**src/include/bwocr_pkg.sv**
```systemverilog
// Constants, types and helpers shared by the border/window/OTP command block.
// Assumes a 32-bit AXI4-Lite register bus with byte addressing.
package bwocr_pkg;

    // ==========================================================
    // Bus geometry and responses
    localparam int unsigned ADDR_W = 12;
    localparam logic [1:0] RESP_OKAY = 2'h0;
    localparam logic [1:0] RESP_SLVERR = 2'h2;

    // ==========================================================
    // Command codes, kept as register indices
    localparam logic [7:0] CMD_OTP_MODE = 8'h39;
    localparam logic [7:0] CMD_RSV_A = 8'h3A;
    localparam logic [7:0] CMD_RSV_B = 8'h3B;
    localparam logic [7:0] CMD_BORDER = 8'h3C;
    localparam logic [7:0] CMD_READ_PLANE = 8'h41;
    localparam logic [7:0] CMD_X_WINDOW = 8'h44;

    // ==========================================================
    // Own offsets and field positions
    localparam logic [11:0] OFF_CMD_PORT = 12'h000;
    localparam logic [11:0] OFF_STATUS = 12'h004;
    localparam int unsigned CMD_PORT_DC_BIT = 8;
    localparam logic [2:0] PIDX_SAT = 3'h7;
    localparam logic [1:0] OTP_MODE_INTERNAL = 2'h3;

    // ==========================================================
    // Values after reset
    localparam logic [1:0] RST_OTP_MODE = 2'h0;
    localparam logic [7:0] RST_BORDER = 8'hC0;
    localparam logic RST_READ_PLANE = 1'b0;
    localparam logic [9:0] RST_X_FIRST = 10'h000;
    localparam logic [9:0] RST_X_LAST = 10'h3BF;
    localparam logic [7:0] RST_CMD = 8'h00;

    // ==========================================================
    // Border drive source and fixed level encodings
    typedef enum logic [1:0] {
        BSRC_GS_TRANSITION,
        BSRC_FIX_LEVEL,
        BSRC_COMMON_ELECTRODE,
        BSRC_HIGH_IMPEDANCE
    } bwocr_border_src_t;

    typedef enum logic [1:0] {
        BLVL_GROUND,
        BLVL_HIGH_SOURCE_LEVEL_ONE,
        BLVL_LOW_SOURCE_LEVEL,
        BLVL_HIGH_SOURCE_LEVEL_TWO
    } bwocr_border_level_t;

    // Byte address of a register given its index
    function automatic logic [ADDR_W-1:0] idx_addr(input logic [7:0] idx);
        return {2'h0, idx, 2'h0};
    endfunction : idx_addr

    // Writable address: only the command port
    function automatic logic wr_addr_ok(input logic [ADDR_W-1:0] a);
        return a == OFF_CMD_PORT;
    endfunction : wr_addr_ok

    // Readable addresses: status and the four command registers
    function automatic logic rd_addr_ok(input logic [ADDR_W-1:0] a);
        return (a == OFF_STATUS) || (a == idx_addr(CMD_OTP_MODE))
            || (a == idx_addr(CMD_BORDER)) || (a == idx_addr(CMD_READ_PLANE))
            || (a == idx_addr(CMD_X_WINDOW));
    endfunction : rd_addr_ok

endpackage : bwocr_pkg

```
**src/include/bwocr_bus_if.sv**
```systemverilog
// Internal register access bus between the AXI4-Lite front end and the core.
// Assumes both ends run on the same clock.
`timescale 1ns/1ps
`default_nettype none
interface bwocr_bus_if;
    import bwocr_pkg::*;
    logic wr_en;
    logic [ADDR_W-1:0] wr_addr;
    logic [31:0] wr_data;
    logic [3:0] wr_strb;
    logic [ADDR_W-1:0] rd_addr;
    logic [31:0] rd_data;

    modport front (output wr_en, wr_addr, wr_data, wr_strb, rd_addr, input rd_data);
    modport core (input wr_en, wr_addr, wr_data, wr_strb, rd_addr, output rd_data);
endinterface : bwocr_bus_if
`default_nettype wire

```
**src/rtl/bwocr_axil_slave.sv**
```systemverilog
// AXI4-Lite slave front end: one write and one read under way at a time.
// Assumes a master that keeps the AXI4-Lite handshake rules.
`timescale 1ns/1ps
`default_nettype none
module bwocr_axil_slave (
    input wire logic clk, // Clock
    input wire logic rst_n, // Asynchronous reset, active low
    input wire logic [bwocr_pkg::ADDR_W-1:0] s_axil_awaddr, // Write address
    input wire logic s_axil_awvalid, // Write address valid
    output logic s_axil_awready, // Write address ready
    input wire logic [31:0] s_axil_wdata, // Write data
    input wire logic [3:0] s_axil_wstrb, // Write strobes
    input wire logic s_axil_wvalid, // Write data valid
    output logic s_axil_wready, // Write data ready
    output logic [1:0] s_axil_bresp, // Write response
    output logic s_axil_bvalid, // Write response valid
    input wire logic s_axil_bready, // Write response ready
    input wire logic [bwocr_pkg::ADDR_W-1:0] s_axil_araddr, // Read address
    input wire logic s_axil_arvalid, // Read address valid
    output logic s_axil_arready, // Read address ready
    output logic [31:0] s_axil_rdata, // Read data
    output logic [1:0] s_axil_rresp, // Read response
    output logic s_axil_rvalid, // Read data valid
    input wire logic s_axil_rready, // Read data ready
    bwocr_bus_if.front bus // Internal register bus
);
    import bwocr_pkg::*;

    logic aw_held_r, w_held_r, wr_en_r, rd_pend_r;
    logic [ADDR_W-1:0] awaddr_r, araddr_r;
    logic [31:0] wdata_r;
    logic [3:0] wstrb_r;
    logic issue;

    // A write issues once address and data are both held
    assign issue = aw_held_r && w_held_r && !s_axil_bvalid;

    // ==========================================================
    // Write address channel
    always_ff @(posedge clk or negedge rst_n) begin
        if (!rst_n) begin
            s_axil_awready <= 1'b1;
            aw_held_r <= 1'b0;
            awaddr_r <= '0;
        end else if (s_axil_awvalid && s_axil_awready) begin
            awaddr_r <= s_axil_awaddr;
            aw_held_r <= 1'b1;
            s_axil_awready <= 1'b0;
        end else if (issue) begin
            aw_held_r <= 1'b0;
        end else if (s_axil_bvalid && s_axil_bready) begin
            s_axil_awready <= 1'b1;
        end
    end

    // Write data channel
    always_ff @(posedge clk or negedge rst_n) begin
        if (!rst_n) begin
            s_axil_wready <= 1'b1;
            w_held_r <= 1'b0;
            wdata_r <= '0;
            wstrb_r <= '0;
        end else if (s_axil_wvalid && s_axil_wready) begin
            wdata_r <= s_axil_wdata;
            wstrb_r <= s_axil_wstrb;
            w_held_r <= 1'b1;
            s_axil_wready <= 1'b0;
        end else if (issue) begin
            w_held_r <= 1'b0;
        end else if (s_axil_bvalid && s_axil_bready) begin
            s_axil_wready <= 1'b1;
        end
    end

    // Write strobe to the core and write response
    always_ff @(posedge clk or negedge rst_n) begin
        if (!rst_n) begin
            wr_en_r <= 1'b0;
            s_axil_bvalid <= 1'b0;
            s_axil_bresp <= RESP_OKAY;
        end else begin
            wr_en_r <= issue;
            if (issue) begin
                s_axil_bvalid <= 1'b1;
                s_axil_bresp <= wr_addr_ok(awaddr_r) ? RESP_OKAY : RESP_SLVERR;
            end else if (s_axil_bready) begin
                s_axil_bvalid <= 1'b0;
            end
        end
    end

    // ==========================================================
    // Read channels: capture address, then answer from the core mux
    always_ff @(posedge clk or negedge rst_n) begin
        if (!rst_n) begin
            s_axil_arready <= 1'b1;
            araddr_r <= '0;
            rd_pend_r <= 1'b0;
            s_axil_rvalid <= 1'b0;
            s_axil_rdata <= '0;
            s_axil_rresp <= RESP_OKAY;
        end else if (s_axil_arvalid && s_axil_arready) begin
            araddr_r <= s_axil_araddr;
            rd_pend_r <= 1'b1;
            s_axil_arready <= 1'b0;
        end else if (rd_pend_r) begin
            rd_pend_r <= 1'b0;
            s_axil_rvalid <= 1'b1;
            s_axil_rdata <= rd_addr_ok(araddr_r) ? bus.rd_data : 32'h0000_0000;
            s_axil_rresp <= rd_addr_ok(araddr_r) ? RESP_OKAY : RESP_SLVERR;
        end else if (s_axil_rvalid && s_axil_rready) begin
            s_axil_rvalid <= 1'b0;
            s_axil_arready <= 1'b1;
        end
    end

    // Internal bus drive; address and data stay put until the response
    assign bus.wr_en = wr_en_r;
    assign bus.wr_addr = awaddr_r;
    assign bus.wr_data = wdata_r;
    assign bus.wr_strb = wstrb_r;
    assign bus.rd_addr = araddr_r;

endmodule : bwocr_axil_slave
`default_nettype wire

```
**src/rtl/bwocr_top.sv**
```systemverilog
// Command interpreter for border drive, RAM read plane, X window and OTP mode.
// Assumes a host that writes command and parameter bytes to the command port
// over AXI4-Lite, and logic downstream that reads the configuration outputs.
//
// Summary of operation
// - Command 39h takes a two-bit mode, 00 normal after reset, 11 internal OTP programming voltage.
// - Command 3Ch takes one border byte that reads C0h after reset, the high impedance setting.
// - Border bits 7:6 pick greyscale transition, fixed level, common electrode or high impedance.
// - Border bits 5:4 pick ground, first high, low or second high source level in fixed mode.
// - Border bits 1:0 pick waveform table 0 to 3 in greyscale mode, table 0 after reset.
// - Command 41h bit 0 picks the read plane, 0 for the 24h plane and 1 for the 26h plane.
// - Command 44h takes four bytes: first address low then bits 9:8, last address the same way.
// - The window first address is zero after reset.
// - The window last address is 3BFh after reset, the full X range.
//
// Implementation choice: the AXI4-Lite register port.
`timescale 1ns/1ps
`default_nettype none
module bwocr_top (
    input wire logic clk, // Clock, 125 MHz
    input wire logic rst_n, // Asynchronous reset, active low
    input wire logic [bwocr_pkg::ADDR_W-1:0] s_axil_awaddr, // Write address
    input wire logic s_axil_awvalid, // Write address valid
    output logic s_axil_awready, // Write address ready
    input wire logic [31:0] s_axil_wdata, // Write data
    input wire logic [3:0] s_axil_wstrb, // Write strobes
    input wire logic s_axil_wvalid, // Write data valid
    output logic s_axil_wready, // Write data ready
    output logic [1:0] s_axil_bresp, // Write response
    output logic s_axil_bvalid, // Write response valid
    input wire logic s_axil_bready, // Write response ready
    input wire logic [bwocr_pkg::ADDR_W-1:0] s_axil_araddr, // Read address
    input wire logic s_axil_arvalid, // Read address valid
    output logic s_axil_arready, // Read address ready
    output logic [31:0] s_axil_rdata, // Read data
    output logic [1:0] s_axil_rresp, // Read response
    output logic s_axil_rvalid, // Read data valid
    input wire logic s_axil_rready, // Read data ready
    output logic [1:0] otp_mode, // OTP program mode field
    output logic otp_prog_voltage_on, // Internal programming voltage selected
    output logic [7:0] border_ctrl, // Whole border parameter byte
    output bwocr_pkg::bwocr_border_src_t border_drive_output_src, // Border source
    output bwocr_pkg::bwocr_border_level_t border_drive_output_level, // Fixed level
    output logic [1:0] border_drive_output_lut, // Transition table number
    output logic border_drive_output_hiz, // Border in high impedance
    output logic read_plane, // Plane returned on RAM reads
    output logic [9:0] window_x_first, // X window first address
    output logic [9:0] window_x_last // X window last address
);
    import bwocr_pkg::*;

    // ==========================================================
    // Register bus front end
    bwocr_bus_if bus ();

    bwocr_axil_slave u_slave (
        .clk(clk),
        .rst_n(rst_n),
        .s_axil_awaddr(s_axil_awaddr),
        .s_axil_awvalid(s_axil_awvalid),
        .s_axil_awready(s_axil_awready),
        .s_axil_wdata(s_axil_wdata),
        .s_axil_wstrb(s_axil_wstrb),
        .s_axil_wvalid(s_axil_wvalid),
        .s_axil_wready(s_axil_wready),
        .s_axil_bresp(s_axil_bresp),
        .s_axil_bvalid(s_axil_bvalid),
        .s_axil_bready(s_axil_bready),
        .s_axil_araddr(s_axil_araddr),
        .s_axil_arvalid(s_axil_arvalid),
        .s_axil_arready(s_axil_arready),
        .s_axil_rdata(s_axil_rdata),
        .s_axil_rresp(s_axil_rresp),
        .s_axil_rvalid(s_axil_rvalid),
        .s_axil_rready(s_axil_rready),
        .bus(bus)
    );

    // ==========================================================
    // Helper functions

    // Border source held in bits 7:6 of the border byte
    function automatic bwocr_border_src_t border_src_of(input logic [7:0] b);
        return bwocr_border_src_t'(b[7:6]);
    endfunction : border_src_of

    // Fixed level held in bits 5:4 of the border byte
    function automatic bwocr_border_level_t border_level_of(input logic [7:0] b);
        return bwocr_border_level_t'(b[5:4]);
    endfunction : border_level_of

    // ==========================================================
    // Command port decode
    logic port_wr;
    logic port_cmd;
    logic port_par;
    logic [7:0] port_byte;
    logic cmd_open_r;
    logic [7:0] cmd_r;
    logic [2:0] pidx_r;
    logic cmd_known_r;

    // A port write needs both low byte lanes; others are answered but dropped
    assign port_wr = bus.wr_en && (bus.wr_addr == OFF_CMD_PORT) && (&bus.wr_strb[1:0]);
    // Select bit low marks a command byte, high a parameter byte
    assign port_cmd = port_wr && !bus.wr_data[CMD_PORT_DC_BIT];
    assign port_par = port_wr && bus.wr_data[CMD_PORT_DC_BIT] && cmd_open_r;
    assign port_byte = bus.wr_data[7:0];

    // Current command and parameter position; a new command restarts the count
    always_ff @(posedge clk or negedge rst_n) begin
        if (!rst_n) begin
            cmd_open_r <= 1'b0;
            cmd_r <= RST_CMD;
            pidx_r <= '0;
        end else if (port_cmd) begin
            cmd_open_r <= 1'b1;
            cmd_r <= port_byte;
            pidx_r <= '0;
        end else if (port_par && (pidx_r != PIDX_SAT)) begin
            pidx_r <= pidx_r + 3'h1;
        end
    end

    // Flags whether the current command is one this block stores
    always_ff @(posedge clk or negedge rst_n) begin
        if (!rst_n) begin
            cmd_known_r <= 1'b0;
        end else if (port_cmd) begin
            unique case (port_byte)
                CMD_OTP_MODE,
                CMD_BORDER,
                CMD_READ_PLANE,
                CMD_X_WINDOW: cmd_known_r <= 1'b1;
                // Reserved codes are taken as commands but store nothing
                CMD_RSV_A,
                CMD_RSV_B: cmd_known_r <= 1'b0;
                default: cmd_known_r <= 1'b0;
            endcase
        end
    end

    // ==========================================================
    // OTP program mode
    always_ff @(posedge clk or negedge rst_n) begin
        if (!rst_n) begin
            otp_mode <= RST_OTP_MODE;
            otp_prog_voltage_on <= 1'b0;
        end else if (port_par && (cmd_r == CMD_OTP_MODE) && (pidx_r == 3'h0)) begin
            // Order of OTP steps is left to the host's reference sequence
            otp_mode <= port_byte[1:0];
            otp_prog_voltage_on <= (port_byte[1:0] == OTP_MODE_INTERNAL);
        end
    end

    // ==========================================================
    // Border waveform control and its decoded fields
    always_ff @(posedge clk or negedge rst_n) begin
        if (!rst_n) begin
            border_ctrl <= RST_BORDER;
            border_drive_output_src <= border_src_of(RST_BORDER);
            border_drive_output_level <= border_level_of(RST_BORDER);
            border_drive_output_lut <= RST_BORDER[1:0];
            border_drive_output_hiz <= 1'b1;
        end else if (port_par && (cmd_r == CMD_BORDER) && (pidx_r == 3'h0)) begin
            border_ctrl <= port_byte;
            border_drive_output_src <= border_src_of(port_byte);
            border_drive_output_level <= border_level_of(port_byte);
            border_drive_output_lut <= port_byte[1:0];
            border_drive_output_hiz <= (border_src_of(port_byte) == BSRC_HIGH_IMPEDANCE);
        end
    end

    // ==========================================================
    // Read RAM plane option
    always_ff @(posedge clk or negedge rst_n) begin
        if (!rst_n) begin
            read_plane <= RST_READ_PLANE;
        end else if (port_par && (cmd_r == CMD_READ_PLANE) && (pidx_r == 3'h0)) begin
            read_plane <= port_byte[0];
        end
    end

    // ==========================================================
    // X window first address: parameters 0 and 1
    always_ff @(posedge clk or negedge rst_n) begin
        if (!rst_n) begin
            window_x_first <= RST_X_FIRST;
        end else if (port_par && (cmd_r == CMD_X_WINDOW)) begin
            if (pidx_r == 3'h0) begin
                window_x_first[7:0] <= port_byte;
            end else if (pidx_r == 3'h1) begin
                window_x_first[9:8] <= port_byte[1:0];
            end
        end
    end

    // X window last address: parameters 2 and 3
    always_ff @(posedge clk or negedge rst_n) begin
        if (!rst_n) begin
            window_x_last <= RST_X_LAST;
        end else if (port_par && (cmd_r == CMD_X_WINDOW)) begin
            if (pidx_r == 3'h2) begin
                window_x_last[7:0] <= port_byte;
            end else if (pidx_r == 3'h3) begin
                window_x_last[9:8] <= port_byte[1:0];
            end
        end
    end

    // ==========================================================
    // Read-back mux; unmapped reads are refused by the front end
    always_comb begin
        bus.rd_data = 32'h0000_0000;
        if (bus.rd_addr == OFF_STATUS) begin
            bus.rd_data = {19'h0_0000, cmd_known_r, cmd_open_r, pidx_r, cmd_r};
        end else if (bus.rd_addr == idx_addr(CMD_OTP_MODE)) begin
            bus.rd_data = {30'h0000_0000, otp_mode};
        end else if (bus.rd_addr == idx_addr(CMD_BORDER)) begin
            bus.rd_data = {24'h00_0000, border_ctrl};
        end else if (bus.rd_addr == idx_addr(CMD_READ_PLANE)) begin
            bus.rd_data = {31'h0000_0000, read_plane};
        end else if (bus.rd_addr == idx_addr(CMD_X_WINDOW)) begin
            bus.rd_data = {6'h00, window_x_last, 6'h00, window_x_first};
        end
    end

endmodule : bwocr_top
`default_nettype wire

```
**config.mk**
```make
export PLATFORM = sky130hd
export DESIGN_NAME = bwocr_top
export DESIGN_NICKNAME = d
export VERILOG_FILES = /design/src/include/bwocr_pkg.sv /design/src/include/bwocr_bus_if.sv /design/src/rtl/bwocr_axil_slave.sv /design/src/rtl/bwocr_top.sv
export SDC_FILE = /design/constraint.sdc
export NUM_CORES = 1
export LEC_CHECK = 0
export ABC_AREA = 1
export BUFFER_PORTS_ARGS = -buffer_cell sky130_fd_sc_hd__clkbuf_2
export CAP_MARGIN = 25
export CELL_PAD_IN_SITES_DETAIL_PLACEMENT = 1
export CELL_PAD_IN_SITES_GLOBAL_PLACEMENT = 1
export CORE_MARGIN = 2
export CORE_UTILIZATION = 39
export CTS_BUF_LIST = sky130_fd_sc_hd__clkbuf_16
export CTS_CLUSTER_DIAMETER = 200
export CTS_CLUSTER_SIZE = 40
export DETAILED_ROUTE_END_ITERATION = 8
export PLACE_DENSITY = 0.77
export SLEW_MARGIN = 30
export SYNTH_ARGS = -nofsm -noshare
export SYNTH_HDL_FRONTEND = slang
export SYNTH_SLANG_ARGS = --single-unit
```
**constraint.sdc**
```tcl
create_clock -name clk -period 1.8 [get_ports clk]
set_input_delay 0.36 -clock clk [delete_from_list [all_inputs] [get_ports clk]]
set_output_delay 0.36 -clock clk [all_outputs]
set_load 0.05 [all_outputs]
```
After elaboration in Yosys (flattened, before gate mapping)
Cells that the tools add are included.

Logic and storage cells: 131. Flip-flop bits (word level): 132. Output and inout port bits: 80. Input port bits: 67.

Add/sub/neg operators: 1. Bitwise logic cells: 3. Equal/unequal tests: 22. Muxes and demuxes: 26. Reductions and logical operators: 47.

Operators with widths (number): 2-to-1 mux 26 bit (6); == test 8 x 6 -> 1 bit (second input constant) (4); == test 8 x 7 -> 1 bit (second input constant) (4); == test 12 x 8 -> 1 bit (second input constant) (2); == test 12 x 9 -> 1 bit (second input constant) (2); logical AND 1 bit (20); 2-to-1 mux 1 bit (16); AND reduction 2 bit (8); nonzero test 2 bit (8); == test 12 x 3 -> 1 bit (second input constant) (1); logical NOT 12 bit (1); == test 3 x 2 -> 1 bit (second input constant) (2); 2-to-1 mux 3 bit (2); != test 2 bit (second input constant) (3); AND reduction 3 bit (2); == test 2 bit (second input constant) (2); logical OR 1 bit (4); 2-to-1 mux 2 bit (2); OR reduction 4 bit (1); adder 3 x 1 -> 3 bit (second input constant) (1); == test 3 x 1 -> 1 bit (second input constant) (1); logical NOT 3 bit (1); != test 3 bit (second input constant) (1); NOT 1 bit (3); logical NOT 1 bit (2).

Logic depth before layout (Yosys ltp)
Word-level depth: 8. Depth in mapped cells: 12. Gate-level depth less buffers: 11.

Cells and area by module
A second synthesis with hierarchy kept.

Cell total of the unflattened synthesis: 809. Area, all modules: 7008.0 sq um.

Modules (own cells, without submodules): bwocr_axil_slave (times used 1, area an instance 4290.4 sq um, sequential area each 2581.2 sq um, cells an instance 448); bwocr_top (times used 1, area an instance 2717.6 sq um, sequential area each 1166.1 sq um, cells an instance 361).

Worst setup path before layout
Ideal clock, no wire load.

Path kind: reg2reg. Start point: register pidx_r[0]. End point: register border_ctrl[0]. Period minus slack after synthesis: 1.640 ns. Required time: 1.676 ns. Path buffers: 1. Stages on the path, launching flop included: 13. Path slack: 0.160 ns. Library setup time: 0.124 ns. Arrival time: 1.515 ns. Cells stage by stage: dfrtp_1 inv_1 ha_1 nand2_1 inv_2 nand4_1 inv_1 nand2_1 nor2_2 inv_1 buf_6 nand2_1 o21ai_2.

Word-level cells in the longest chain between the ends: 2.

Ends and longest elaborated chain: from (decl) (line bwocr_top.sv:100) `logic [2:0] pidx_r;`; from (signal assigned) (line bwocr_top.sv:121) `pidx_r <= pidx_r + 3'h1;`; logical NOT 3 bit (line bwocr_top.sv:165) `end else if (port_par && (cmd_r == CMD_BORDER) && (pidx_r == 3'h0)) begin`; logical AND 1 bit (line bwocr_top.sv:165); to (signal assigned) (line bwocr_top.sv:166) `border_ctrl <= port_byte;`; to (decl) (line bwocr_top.sv:41) `output logic [7:0] border_ctrl,`.

No other way between the ends. A chain may end at the register's enable or synchronous reset.

Final worst setup path
Start point: register u_slave.awaddr_r[8], in the netlist u_slave.bus.wr_addr[8]. End point: register window_x_first[0].

Word-level cells in the longest chain between the ends: 7.

Ends and longest elaborated chain: from (decl) (line bwocr_axil_slave.sv:30) `logic [ADDR_W-1:0] awaddr_r, araddr_r;`; from (signal assigned) (line bwocr_axil_slave.sv:46) `awaddr_r <= s_axil_awaddr;`; logical NOT 12 bit (line bwocr_top.sv:104) `assign port_wr = bus.wr_en && (bus.wr_addr == OFF_CMD_PORT) && (&bus.wr_strb[1:0]);`; logical AND 1 bit (2 in a row) (line bwocr_top.sv:104); logical AND 1 bit (2 in a row) (line bwocr_top.sv:107) `assign port_par = port_wr && bus.wr_data[CMD_PORT_DC_BIT] && cmd_open_r;`; logical AND 1 bit (line bwocr_top.sv:189) `end else if (port_par && (cmd_r == CMD_X_WINDOW)) begin`; AND reduction 2 bit (no line); to (signal assigned) (line bwocr_top.sv:191) `window_x_first[7:0] <= port_byte;`; to (decl) (line bwocr_top.sv:47) `output logic [9:0] window_x_first,`.

No other way between the ends.

==> out/results.txt <==
gate count of the mapped netlist - 573
Leakage - 3.43 nW
setup TNS - 0 ns
Clock Latency Late Sink - 0.42 ns
via count - 4,400
CP max FO - 8
HPWL after DPL - 10.3 mm
CP Launch Type - flop
Power Density - 1290 nW/um^2
synth top area cells - dfrtp_1 (48%), nand2_1 (11%), dfstp_2 (7.5%)
initial antenna violation count - 0
Residual DRC - 0
Simple-Gate Fraction of Synth Area - 0.213
# setup viols final - 0
Routed WL per cell - 16.3 um
worst clock skew - 0.0104 ns
total global routing overflow - 0
H-tree depth - 4
Cell Count, Final, Fillers Out - 893
kind of critical path - reg -> reg
Unique masters post-synth - 38
clock buffer depth - 2
max-slew violations - 0
final instance area - 6690 um^2
crit path DAT - 2.01 ns
I/O Buffers - 110
vias per inst - 4.93
Final nets - 777
first-pass GRT wire length - 23.9 mm
First-pass DRT Iterations - 4
Synth Area in Compound Gates - 0.100
RD Place Congestion - 0.841
clock sink count - 115
Max-slew headroom - 0.534
VDD IR max - 0.000888 V
final hold vios - 0
P&R area growth vs syn - 28.0%
Root Buffer Master - clkbuf_16
R2R setup slack - 0.08 ns
post-layout min period - 1.72 ns
Die Y - 120 um
RSZ-0062 raised after global routing - yes
GRT Overall Usage - 0.217
post-synthesis xor/xnor area fraction - 0
worst reg2reg startpoint - u_slave.bus.wr_addr[8]$_DFFE_PN0P_
area fraction of the dominant cell type after synthesis - 0.478
Die W - 120 um
Mapped Avg Cell Area - 9.13 um^2
setup slack after layout - 0.0817 ns
full die area - 14,400 um^2
CP max-delay cell - dfrtp_1
status - finished, final reports clean
Hold Path Origin - s_axil_rready
Yosys top cell by area - dfrtp_1
CTS Buf Count - 17
initial drt markers - 199
adder-cell share of the synthesized area - 0.0144
Yosys reg bits - 115
Rows - 42
Max-Cap Viols - 0
clk slew on worst S/H paths - 0.06 ns
dpl ws - -0.00934 ns
Max stage delay on crit path - 0.38 ns
placed instance area - 6000 um^2
R2R Path End - window_x_first[0]$_DFFE_PN0P_
I/O Pins - 147
R2R cell count - 7
hold endpoint - u_slave.s_axil_rvalid$_DFFE_PN0P_
mux share of post-synthesis cell area - 0.0301
core box area - 13,200 um^2
layout cells sized above 1 - 0.326
CTS tree - done
YS warnings - 0
Post-Route WL - 14.6 mm
initial core utilization - 0.397
CP cell instances - nor2_2, nor3b_4, nand4_4, nor2_8, nand3_4, nand2_1, o21ai_2
CP Capture Type - flop
Max Freq - 582 MHz
critical path required time - 2.09 ns
# diodes - 0
Worst-Margin Slew - 0.699 ns
placed cells - 856
vias in the first global route - 4,674
sequential-to-total area share from yosys stat - 0.554
largest family of logic cells by synthesized area - simple AND/OR/NAND/NOR gates
antenna viol nets, final - 0
Post-Syn Area - 5230 um^2
hold path depth - 2
Worst Hold Class - in -> reg
fin crit share - 0.955
largest net degree at the start of global routing - 51
==> layer usage <==
metal  track usage  share of wire  vias to the layer above
met5             0              0                        -
met4        0.0853          0.020                        0
met3        0.0442          0.038                       21
met2         0.373           0.51                      105
met1         0.269           0.43                     2184
li1              -              -                     2090
==> sequential cells by signal, summed over array words and instances, names as in the netlist, 2 cells and up <==
name,flops
u_slave.bus.rd_addr,12
u_slave.bus.wr_data,9
window_x_first,10
u_slave.bus.wr_addr,12
pidx_r,3
u_slave.bus.wr_strb,2
u_slave.s_axil_rdata,23
window_x_last,10
otp_mode,2
border_ctrl,8
cmd_r,8
==> Yosys cell counts <==
cell	number
buf_2	1
dfstp_2	15
conb_1	1
nand2_2	2
nor2_8	1
nor2_2	3
ha_1	6
o21bai_1	1
inv_2	3
mux2_2	14
or2_1	1
nor3b_4	1
nor3b_1	1
nand3_4	2
nand3_1	28
o221ai_1	4
buf_1	1
a31oi_1	3
o21ai_2	14
o21a_1	1
a211oi_1	1
nand2_1	154
nand4_1	10
dfrtp_1	100
o21ai_1	8
o2111ai_1	1
nor3_1	3
nand4_4	1
inv_1	64
a21oi_1	9
buf_4	17
o211ai_1	1
o21ai_0	42
nor2_1	43
clkbuf_1	10
o31ai_1	2
nor3_4	1
buf_6	3
==> logic make-up (layout without fill, tap and decap cells) <==
group / count (synthesis) / in the layout
AOI/OAI and AO/OA: 87 / 87
DFF: 115 / 115
muxes: 14 / 14
other: 1 / 11
adders and majority gates: 6 / 6
buffers and inverters: 99 / 231
and+or+nand+nor: 251 / 253
==> power breakdown <==
part	internal, mW	switching [mW]	leakage (nW)	total, mW
clock network	2.04	1.25	0.272	3.29
logic	0.580	1.32	1.71	1.90
registers	3.10	0.314	1.45	3.41
total	5.72	2.89	3.43	8.61
==> per-stage QoR <==
step	hold WS [ns]	total power [mW]	util
2_1_floorplan	0.0644	4.69	-
3_3_place_gp	0.317	5.19	0.455
3_5_place_dp	0.325	5.31	0.455
4_1_cts	0.129	8.69	0.501
5_1_grt	0.146	9.12	0.507
6_report	0.140	8.61	0.507
==> placed cells by master (no fill, tap or decap), drive strengths merged, types with 2 or more instances in the layout <==
cell	Yosys	final
dfrtp	100	100
clkinvlp	0	5
o221ai	4	4
nand2	156	156
nor3b	2	2
conb	1	11
clkbuf	10	126
o21ai	64	64
a21oi	9	9
nand3	30	32
nand4	11	11
mux2	14	14
o31ai	2	2
nor2	47	47
ha	6	6
bufinv	0	2
nor3	4	4
buf	22	22
dfstp	15	15
a31oi	3	3
inv	67	70
clkinv	0	5
==> critical path, delay by kind of cell, from the launching register on <==
family          cells  cell delay (ns)
simple gates        6             1.15
flops               1             0.38
compound gates      1             0.05
==> layout make-up <==
type | count | area, um^2
clock buffer | 17 | 425
clock inverter | 15 | 155
fill | 1590 | 6500
inverter | 67 | 255
multi-input combinational | 371 | 1980
sequential | 115 | 2900
tap | 176 | 220
timing repair buffer | 132 | 758
==> worst max path at each step <==
stage | cells after the start | to | slack, ns | from
floorplan | 12 | border_ctrl[0]$_DFFE_PN0P_ | 0.16 | pidx_r[0]$_DFFE_PN0P_
global placement | 11 | border_ctrl[4]$_DFFE_PN0P_ | 0.1 | pidx_r[1]$_DFFE_PN0P_
detailed placement | 8 | window_x_first[3]$_DFFE_PN0P_ | -0.009 | u_slave.bus.wr_addr[7]$_DFFE_PN0P_
CTS | 8 | border_ctrl[2]$_DFFE_PN0P_ | 0.03 | u_slave.bus.wr_addr[7]$_DFFE_PN0P_
global route | 7 | window_x_first[0]$_DFFE_PN0P_ | -0.03 | u_slave.bus.wr_addr[8]$_DFFE_PN0P_
finish | 7 | window_x_first[0]$_DFFE_PN0P_ | 0.08 | u_slave.bus.wr_addr[8]$_DFFE_PN0P_
==> repair_timing <==
item / 4_1_cts / 5_1_grt
endpoints found under the setup margin: 4 / 39
hold endpoints to repair: 19 / 0
gates cloned: 1 / 1
hold buffers: 1 / 0
buffers inserted: 0 / 2
pin swaps: 1 / 7
gates resized for setup: 2 / 18
Note: power is estimated with default switching activity, not from simulation.
